File: src/oprc_pkg.sv
// Package for the on-off keyed pulse-width remote codec: timing, framing and code constants.
// Assumes a 200 MHz ref_clk; all counts are derived from times in ns.
package oprc_pkg;
	localparam int unsigned CLK_PERIOD_NS = 5;
	// Bit period of the keyed carrier
	// Kept short so that a whole frame fits a practical run; a bit rate of about 66 kHz lies well above the 20 kHz edge limit
	localparam int unsigned BIT_PERIOD_NS = 15000;
	localparam int unsigned BIT_CYC       = BIT_PERIOD_NS / CLK_PERIOD_NS;
	localparam int unsigned THIRD_CYC     = BIT_CYC / 3;
	localparam int unsigned TWO_THIRD_CYC = BIT_CYC - THIRD_CYC;
	// Long/short split for a received high pulse: half a bit period
	localparam int unsigned SPLIT_CYC     = BIT_CYC / 2;
	// Pulses shorter than this are treated as noise
	localparam int unsigned MIN_PULSE_NS  = 1250;
	localparam int unsigned MIN_PULSE_CYC = (MIN_PULSE_NS + CLK_PERIOD_NS - 1) / CLK_PERIOD_NS;
	// Pulses longer than a bit period are noise too
	localparam int unsigned MAX_PULSE_CYC = BIT_CYC;
	localparam int unsigned TMR_W         = 18;

	localparam logic [15:0] PREAMBLE      = 16'hFFFE;
	localparam logic [7:0]  PRE_LOW       = 8'hFE;
	localparam logic [3:0]  BTN0_CODE     = 4'h1;
	localparam logic [3:0]  BTN1_CODE     = 4'h3;
	localparam logic [3:0]  BTN2_CODE     = 4'h7;
	localparam logic [3:0]  BTN3_CODE     = 4'hF;
	localparam logic [3:0]  BATT_OK       = 4'h0;
	localparam logic [3:0]  BATT_LOW      = 4'hF;
	localparam logic [2:0]  DATA_REPEATS  = 3'h3;
	localparam logic [4:0]  FRAME_BITS    = 5'h10;
	localparam logic [3:0]  BYTE_BITS     = 4'h8;

	// Button index to identity nibble
	function automatic logic [3:0] oprc_btn_code(input logic [1:0] idx);
		case (idx)
			2'h0:    oprc_btn_code = BTN0_CODE;
			2'h1:    oprc_btn_code = BTN1_CODE;
			2'h2:    oprc_btn_code = BTN2_CODE;
			default: oprc_btn_code = BTN3_CODE;
		endcase
	endfunction
endpackage

File: src/oprc_sync.sv
// Three-stage input synchroniser with agreement filter.
// Assumes an asynchronous input level; output changes once stages two and three agree.
`timescale 1ns/1ps
`default_nettype none
module oprc_sync
	import oprc_pkg::*;
(
	input  wire logic ref_clk,
	input  wire logic rst,
	input  wire logic clk_en,
	input  wire logic rst_val,
	input  wire logic din,
	output var  logic dout
);
	typedef struct packed {
		logic s1;
		logic s2;
		logic s3;
		logic out;
	} oprc_sync_t;

	oprc_sync_t st_q;
	oprc_sync_t st_d;

	always_comb begin
		st_d = st_q;
		st_d.s1 = din;
		st_d.s2 = st_q.s1;
		st_d.s3 = st_q.s2;
		if (st_q.s2 == st_q.s3) begin
			st_d.out = st_q.s3;
		end
	end

	always_ff @(posedge ref_clk) begin
		if (rst) begin
			st_q <= {4{rst_val}};
		end else if (clk_en) begin
			st_q <= st_d;
		end
	end

	assign dout = st_q.out;
endmodule
`default_nettype wire

File: src/oprc_bit_timer.sv
// Bit timer: loads an interval and pulses done when it runs out.
// Assumes the loader gives a nonzero count; load wins over a running count.
`timescale 1ns/1ps
`default_nettype none
module oprc_bit_timer
	import oprc_pkg::*;
(
	input  wire logic             ref_clk,
	input  wire logic             rst,
	input  wire logic             clk_en,
	input  wire logic             load,
	input  wire logic [TMR_W-1:0] count,
	output var  logic             done
);
	typedef struct packed {
		logic [TMR_W-1:0] cnt;
		logic             run;
		logic             done;
	} oprc_tmr_t;

	oprc_tmr_t st_q;
	oprc_tmr_t st_d;

	always_comb begin
		st_d = st_q;
		st_d.done = 1'b0;
		if (load) begin
			st_d.cnt = count - TMR_W'(1);
			st_d.run = 1'b1;
		end else if (st_q.run) begin
			if (st_q.cnt == '0) begin
				st_d.run = 1'b0;
				st_d.done = 1'b1;
			end else begin
				st_d.cnt = st_q.cnt - TMR_W'(1);
			end
		end
	end

	always_ff @(posedge ref_clk) begin
		if (rst) begin
			st_q <= '0;
		end else if (clk_en) begin
			st_q <= st_d;
		end
	end

	assign done = st_q.done;
endmodule
`default_nettype wire

File: src/oprc_codec.sv
// Top of the on-off keyed pulse-width remote codec: transmit encoder and receive decoder.
// Assumes active-low buttons, a demodulated data line and a strength comparator, all asynchronous.
// Overview of operation
// A one keys carrier on for two-thirds of the bit, off one-third.
// A zero keys carrier on for one-third of the bit, off two-thirds.
// Each message starts with preamble FFFE, then the data byte.
// Data byte: battery status upper nibble, button identity lower nibble.
// The data byte is sent three times after the preamble.
// Battery nibble zero means supply fine; any other value means low. The receiver takes only F as low.
// Button codes are 0001, 0011, 0111 and 1111 for buttons zero to three.
// One bit: carrier on, load two-thirds; on expiry off, load one-third.
// Zero bit: carrier on, load one-third; on expiry off, load two-thirds.
// Low-battery input is sampled at each press and put in the message; the code samples it only at a press that wakes the sender from sleep.
// Sender wakes from sleep when a button input falls high to low.
// Receiver always listens and checks every edge on the data input.
// Edge timer counts up from zero until a data edge stops it.
// Timer restarts on each edge; only falling edges give pulse length.
// Long high pulse decodes as one, short as zero.
// Bits shift into a register matched against preamble low byte.
// After preamble, the next eight bits form the candidate data byte.
// Candidate checked against four codes; mismatch clears and restarts search.
// Two indicators show button number in binary on a valid code.
// Low-battery indicator lights together with the button display.
// Optionally, edges without strong signal strength are discarded.
// The carrier is simply keyed on and off, width carrying the value.
// Bytes go most significant bit first on both sides.
`timescale 1ns/1ps
`default_nettype none
module oprc_codec
	import oprc_pkg::*;
(
	input  wire logic       ref_clk,
	input  wire logic       rst,
	input  wire logic       clk_en,
	input  wire logic [3:0] button_n,
	input  wire logic       low_batt,
	input  wire logic       rx_data,
	input  wire logic       signal_strength_indicator,
	input  wire logic       strength_check_en,
	output var  logic       carrier_on,
	output var  logic       tx_asleep,
	output var  logic       led_first,
	output var  logic       led_second,
	output var  logic       led_low_batt,
	output var  logic       code_valid
);
	typedef enum logic [1:0] {
		TX_SLEEP = 2'h0,
		TX_HIGH  = 2'h1,
		TX_LOW   = 2'h3,
		TX_NEXT  = 2'h2
	} oprc_tx_state_t;

	typedef struct packed {
		oprc_tx_state_t   tx_st;
		logic [23:0]      frame;
		logic [4:0]       bits_left;
		logic [2:0]       reps_left;
		logic [7:0]       data_byte;
		logic             cur_bit;
		logic [3:0]       btn_prev;
		logic             carrier;
		logic             asleep;
		logic             rx_prev;
		logic [TMR_W-1:0] edge_cnt;
		logic [7:0]       shreg;
		logic             pre_found;
		logic [3:0]       data_cnt;
		logic             led1;
		logic             led2;
		logic             ledb;
		logic             valid;
	} oprc_state_t;

	oprc_state_t st_q;
	oprc_state_t st_d;

	logic [3:0]       btn_s;
	logic             batt_s;
	logic             rx_s;
	logic             signal_strength_indicator_s;
	logic             tmr_load;
	logic [TMR_W-1:0] tmr_count;
	logic             tmr_done;

	genvar g;
	generate
		for (g = 0; g < 4; g++) begin : g_btn
			oprc_sync u_btn (
				.ref_clk (ref_clk),
				.rst     (rst),
				.clk_en  (clk_en),
				.rst_val (1'b1),
				.din     (button_n[g]),
				.dout    (btn_s[g])
			);
		end
	endgenerate

	oprc_sync u_batt (
		.ref_clk (ref_clk),
		.rst     (rst),
		.clk_en  (clk_en),
		.rst_val (1'b0),
		.din     (low_batt),
		.dout    (batt_s)
	);

	oprc_sync u_rx (
		.ref_clk (ref_clk),
		.rst     (rst),
		.clk_en  (clk_en),
		.rst_val (1'b0),
		.din     (rx_data),
		.dout    (rx_s)
	);

	oprc_sync u_signal_strength_indicator (
		.ref_clk (ref_clk),
		.rst     (rst),
		.clk_en  (clk_en),
		.rst_val (1'b0),
		.din     (signal_strength_indicator),
		.dout    (signal_strength_indicator_s)
	);

	oprc_bit_timer u_tmr (
		.ref_clk (ref_clk),
		.rst     (rst),
		.clk_en  (clk_en),
		.load    (tmr_load),
		.count   (tmr_count),
		.done    (tmr_done)
	);

	// Lowest pressed button wins when several fall together
	function automatic logic [1:0] oprc_pick(input logic [3:0] fell);
		if (fell[0]) begin
			oprc_pick = 2'h0;
		end else if (fell[1]) begin
			oprc_pick = 2'h1;
		end else if (fell[2]) begin
			oprc_pick = 2'h2;
		end else begin
			oprc_pick = 2'h3;
		end
	endfunction

	function automatic logic [TMR_W-1:0] oprc_on_time(input logic b);
		oprc_on_time = b ? TMR_W'(TWO_THIRD_CYC) : TMR_W'(THIRD_CYC);
	endfunction

	function automatic logic [TMR_W-1:0] oprc_off_time(input logic b);
		oprc_off_time = b ? TMR_W'(THIRD_CYC) : TMR_W'(TWO_THIRD_CYC);
	endfunction

	logic [3:0] fell;
	logic       rx_rise;
	logic       rx_fall;
	logic       edge_ok;
	logic       bit_val;
	logic [7:0] cand;
	logic [3:0] id_n;
	logic [3:0] bat_n;

	always_comb begin
		st_d = st_q;
		tmr_load = 1'b0;
		tmr_count = '0;
		fell = st_q.btn_prev & ~btn_s;
		st_d.btn_prev = btn_s;
		rx_rise = rx_s & ~st_q.rx_prev;
		rx_fall = ~rx_s & st_q.rx_prev;
		edge_ok = ~strength_check_en | signal_strength_indicator_s;
		bit_val = 1'b0;
		cand = '0;
		id_n = '0;
		bat_n = '0;

		case (st_q.tx_st)
			TX_SLEEP: begin
				if (fell != 4'h0) begin
					st_d.asleep = 1'b0;
					// Battery level caught at the press itself
					st_d.data_byte = {(batt_s ? BATT_LOW : BATT_OK), oprc_btn_code(oprc_pick(fell))};
					st_d.frame = {PREAMBLE, 8'h00};
					st_d.bits_left = FRAME_BITS;
					st_d.reps_left = DATA_REPEATS;
					st_d.tx_st = TX_NEXT;
				end
			end
			TX_NEXT: begin
				if (st_q.bits_left == 5'h00) begin
					if (st_q.reps_left == 3'h0) begin
						st_d.asleep = 1'b1;
						st_d.tx_st = TX_SLEEP;
					end else begin
						st_d.frame = {st_q.data_byte, 16'h0000};
						st_d.bits_left = 5'(BYTE_BITS);
						st_d.reps_left = st_q.reps_left - 3'h1;
					end
				end else begin
					st_d.cur_bit = st_q.frame[23];
					st_d.frame = {st_q.frame[22:0], 1'b0};
					st_d.bits_left = st_q.bits_left - 5'h01;
					st_d.carrier = 1'b1;
					tmr_load = 1'b1;
					tmr_count = oprc_on_time(st_q.frame[23]);
					st_d.tx_st = TX_HIGH;
				end
			end
			TX_HIGH: begin
				if (tmr_done) begin
					st_d.carrier = 1'b0;
					tmr_load = 1'b1;
					tmr_count = oprc_off_time(st_q.cur_bit);
					st_d.tx_st = TX_LOW;
				end
			end
			TX_LOW: begin
				if (tmr_done) begin
					st_d.tx_st = TX_NEXT;
				end
			end
			default: begin
				st_d.tx_st = TX_SLEEP;
				st_d.carrier = 1'b0;
			end
		endcase

		// Receiver runs regardless of transmit activity
		st_d.rx_prev = rx_s;
		if (rx_rise | rx_fall) begin
			st_d.edge_cnt = '0;
		end else if (st_q.edge_cnt != {TMR_W{1'b1}}) begin
			st_d.edge_cnt = st_q.edge_cnt + TMR_W'(1);
		end

		if (rx_fall && edge_ok) begin
			if (st_q.edge_cnt < TMR_W'(MIN_PULSE_CYC) || st_q.edge_cnt > TMR_W'(MAX_PULSE_CYC)) begin
				// Out-of-range pulse is noise: drop back to preamble hunting
				st_d.pre_found = 1'b0;
				st_d.data_cnt = '0;
				st_d.shreg = '0;
			end else begin
				bit_val = st_q.edge_cnt >= TMR_W'(SPLIT_CYC);
				cand = {st_q.shreg[6:0], bit_val};
				st_d.shreg = cand;
				if (!st_q.pre_found) begin
					if (cand == PRE_LOW) begin
						st_d.pre_found = 1'b1;
						st_d.data_cnt = '0;
					end
				end else if (st_q.data_cnt == BYTE_BITS - 4'h1) begin
					id_n = cand[3:0];
					bat_n = cand[7:4];
					st_d.pre_found = 1'b0;
					st_d.data_cnt = '0;
					st_d.shreg = '0;
					if (bat_n == BATT_OK || bat_n == BATT_LOW) begin
						st_d.valid = 1'b1;
						st_d.ledb = (bat_n != BATT_OK);
						case (id_n)
							BTN0_CODE: begin
								st_d.led1 = 1'b0;
								st_d.led2 = 1'b0;
							end
							BTN1_CODE: begin
								st_d.led1 = 1'b0;
								st_d.led2 = 1'b1;
							end
							BTN2_CODE: begin
								st_d.led1 = 1'b1;
								st_d.led2 = 1'b0;
							end
							BTN3_CODE: begin
								st_d.led1 = 1'b1;
								st_d.led2 = 1'b1;
							end
							default: begin
								st_d.valid = st_q.valid;
								st_d.ledb = st_q.ledb;
							end
						endcase
					end
				end else begin
					st_d.data_cnt = st_q.data_cnt + 4'h1;
				end
			end
		end
	end

	always_ff @(posedge ref_clk) begin
		if (rst) begin
			st_q <= '0;
			st_q.tx_st <= TX_SLEEP;
			st_q.asleep <= 1'b1;
			st_q.btn_prev <= 4'hF;
		end else if (clk_en) begin
			st_q <= st_d;
		end
	end

	assign carrier_on = st_q.carrier;
	assign tx_asleep = st_q.asleep;
	assign led_first = st_q.led1;
	assign led_second = st_q.led2;
	assign led_low_batt = st_q.ledb;
	assign code_valid = st_q.valid;
endmodule
`default_nettype wire

File: config.mk
export PLATFORM = sky130hd
export DESIGN_NAME = oprc_codec
export DESIGN_NICKNAME = d
export VERILOG_FILES = /design/src/oprc_pkg.sv /design/src/oprc_sync.sv /design/src/oprc_bit_timer.sv /design/src/oprc_codec.sv
export SDC_FILE = /design/constraint.sdc
export NUM_CORES = 1
export LEC_CHECK = 0
export BUFFER_PORTS_ARGS = -buffer_cell sky130_fd_sc_hd__buf_4
export CAP_MARGIN = 20
export CORE_MARGIN = 2
export CORE_UTILIZATION = 56
export CTS_CLUSTER_DIAMETER = 30
export CTS_CLUSTER_SIZE = 16
export DETAILED_ROUTE_END_ITERATION = 6
export GPL_ROUTABILITY_DRIVEN = 0
export GPL_TIMING_DRIVEN = 0
export PLACE_DENSITY = 0.86
export RECOVER_POWER = 25
export SLEW_MARGIN = 10
export SYNTH_ARGS = -nofsm -noshare
export SYNTH_HDL_FRONTEND = slang
export SYNTH_SLANG_ARGS = --single-unit
File: constraint.sdc
create_clock -name ref_clk -period 2.45 [get_ports ref_clk]
set_input_delay 0.245 -clock ref_clk [delete_from_list [all_inputs] [get_ports ref_clk]]
set_output_delay 0.245 -clock ref_clk [all_outputs]
set_load 0.01 [all_outputs]
==> run summary <==
Final Power: 4.65 mW
Met1 Use GR: 0.314
Vias/cell: 6.16
Top fanout value on the critical path: 6
Share of total power in sequential cells: 0.454
Clock power share: 0.513
Int Pwr: 3.54 mW
Largest net degree at the start of global routing: 17
Worst path slowest cell: or4_4
Worst Skew: 0.00786 ns
Worst-Skew Late Latency: 0.54 ns
CP arrival: 2.91 ns
Initial antenna violation count: 0
TritonCTS Buffers: 17
M3 GR Usage: 0.0714
Starting Density: 0.579
N_diodes: 0
Layout cells sized above 1: 0.119
Critical path type: reg2reg
Critical path buffers and inverters: 2
Synth top area cells: dfxtp_1 43%, a21oi_1 6.1%, mux2i_1 5.7%
Top_reg_cell synth: dfxtp_1
Seq/Total Area, Yosys: 0.429
First-pass GRT wire length: 24.8 mm
Max Cap Viol: 0
Drt first pass iters: 5
Synth top area share: 0.429
Die height: 107 um
Period utilization: 1.01
Post-synth top cells: 128 x dfxtp_1, 83 x nor2_1, 81 x nand2_1
Mapped cell area: 5980 um2
# nets final: 795
Cell area power density: 656 nW/um2
Avg WL per Cell: 16.7 um
Final ANT Viol Nets: 0
FFs w/ async S/R, synth: 0
Hpwl dp: 9.75 mm
Total grt overflow: 0
Crit-path leading delay family: simple AND/OR/NAND/NOR gates
Violated checks: setup timing
Fin util: 0.687
Total I/O pin count: 17
Die Footprint: 11500 um2
GR peak layer: met2
Fmax: 403 MHz
CP startpoint kind: flip-flop
Cell taking the most area after synthesis: dfxtp_1
Switch share: 0.240
Status: finished, violations left
Synth Instances: 717
H-Tree Depth: 4
Drt drc: 0
DRT iter0 DRCs: 463
Synth Area per Inst: 8.34 um2
Slew HR: 0.488
Die width: 107 um
Most frequent cell after synthesis: dfxtp_1
Synth cell types: 64
Combinational share of power: 0.034
Fin cells: 916
Number of enable flip-flop cells after synthesis: 0
DRT Wirelength: 15.3 mm
Met2 GRT Util: 0.464
Synthesized netlist net count: 745
Hold Fails Final Rpt: 0
Critical Path RT: 2.88 ns
CP peak stage delay: 0.54 ns
Setup TNS: -0.0306 ns
RSZ-0062 raised after global routing: yes
Warnings, synthesis: 0
Worst ir drop on vdd: 0.593 mV
Final setup viols: 1
Num Clock Sinks: 128
Post-route design area: 7090 um2
Vias in the first global route: 5251
Dpl cells: 868
Clk slew on worst S/H paths: 0.06 ns
Critical path cell sequence: or4_4, or4_4, o31a_1, buf_6, o21ai_4, buf_6, nor3_4, a31o_2
CTS tree: built
Sw Pwr: 1.12 mW
Synth Register Bits: 128
DP Area: 6260 um2
Fin. max-slew vios: 0
CTS root buf: clkbuf_8
Critical Path End Type: flip-flop
Worst-margin pin slew: 0.768 ns
Worst min-delay path class: in2reg
Row count: 37
CTS max path bufs: 2
Tot GR Track Use: 0.270
Area of the core: 10300 um2
Final Critical Period: 2.48 ns
Layout area overhead: 18.7%
Setup WS post-layout: -0.0306 ns
Pleak: 2.65 nW
Vias: 5641
IO Port Bufs: 15
-- layer usage --
layer | wire (um) | vias to the layer above | share of wire
li1 | - | 2662 | -
met1 | 6240 | 2684 | 0.41
met2 | 7620 | 244 | 0.50
met3 | 976 | 51 | 0.064
met4 | 495 | 0 | 0.032
met5 | 0 | - | 0
-- layout by cell type, fill, tap and decap left out, types with 3 or more instances in the layout --
cell,Yosys,final
dfxtp_1,128,127
nor2_1,83,83
nand2_1,81,81
a21oi_1,73,73
o21ai_0,48,44
clkbuf_1,33,35
mux2i_1,34,34
inv_1,21,21
nor3_1,23,21
nand3_1,19,19
buf_4,0,19
ha_1,17,16
clkbuf_16,0,16
xor2_1,12,12
nand4_1,9,9
nand2b_1,9,9
and3_1,9,9
nor2b_1,7,7
dlygate4sd3_1,0,7
a22oi_1,6,6
or4_1,5,5
o31ai_1,6,5
a311oi_1,6,5
nor4_1,7,5
o21ai_1,3,5
a31oi_1,5,5
xnor2_1,5,5
inv_6,0,5
buf_6,2,4
o211ai_1,4,4
a211oi_1,4,4
nor4_4,0,3
a21o_1,3,3
o2111ai_1,4,3
nand3b_1,3,3
and2_1,4,3
or3_1,3,3
clkinv_4,0,3
clkinv_2,0,3
-- flip-flops by register name, summed over array words and instances (netlist names), 2 cells and up --
signal,count
g_btn.u_btn.dout,4
u_batt.st_d,2
g_btn.u_btn.st_q,4
u_tmr.st_q,19
u_rx.st_d,2
g_btn.u_btn.st_d,8
u_signal_strength_indicator.st_d,2
st_q,74
-- power by group through the flow --
stage,sequential [mW],clock (mW),combinational [mW]
final,2.11,2.39,0.157
after CTS,2.11,2.39,0.152
after global placement,2.16,0,0.136
after detailed placement,2.16,0,0.141
after floorplan,2.15,0,0.0926
after global routing,2.11,2.48,0.168
-- worst min-delay path: cells and delay by family --
kind,cells,cell delay [ns]
XOR/XNOR,1,0.14
AO/OA/AOI/OAI,1,0.09
AND/OR/NAND/NOR,2,0.14
buffers and inverters,1,0.12
-- worst paths after layout --
kind / cells past startpoint / slack [ns] / from / end
setup reg to reg: 8 / -0.03 / u_tmr.st_q[12] / u_tmr.st_q[9]
hold reg to reg: 2 / 0.45 / st_q[65] / st_q[66]
setup / recovery: 8 / -0.03 / u_tmr.st_q[12] / u_tmr.st_q[9]
hold / removal: 5 / 0.22 / clk_en / st_q[24]
-- what timing repair did --
item                                    in CTS  in global routing
gates cloned                                 0                  1
endpoints found under the hold margin        7                  0
buffers inserted                             1                 11
endpoints found under the setup margin      49                 46
hold buffers                                 7                  0
pin swaps                                    1                  6
resized for setup                           17                 21
-- final cells by class --
cell class	instances	area [um2]
plain buffers	35	153
well taps	136	170
fillers	797	3230
repair buffers	35	262
clock buffers	18	428
multi-input cells	528	3300
inverters	22	82.6
clock inverters	14	130
flip-flops and latches	128	2570
-- stage by stage --
stage	setup slack [ns]	hold WS, ns
6_report	-0.0306	0.224
3_3_place_gp	-0.396	0.435
2_1_floorplan	0.0959	0.373
3_5_place_dp	-0.515	0.446
4_1_cts	0.0000231	0.193
5_1_grt	-0.0870	0.246
-- kinds of logic (layout without fill, tap and decap cells) --
kind of cell,after synthesis,after routing,share of synthesized area
simple gates,275,275,0.220
compound gates,185,185,0.193
flops,128,128,0.429
buf+inv,61,124,0.0412
mux,34,34,0.0569
fa+ha+maj,17,17,0.0356
xor+xnor,17,17,0.0249
No activity file was read; power rests on OpenSTA's default activity.
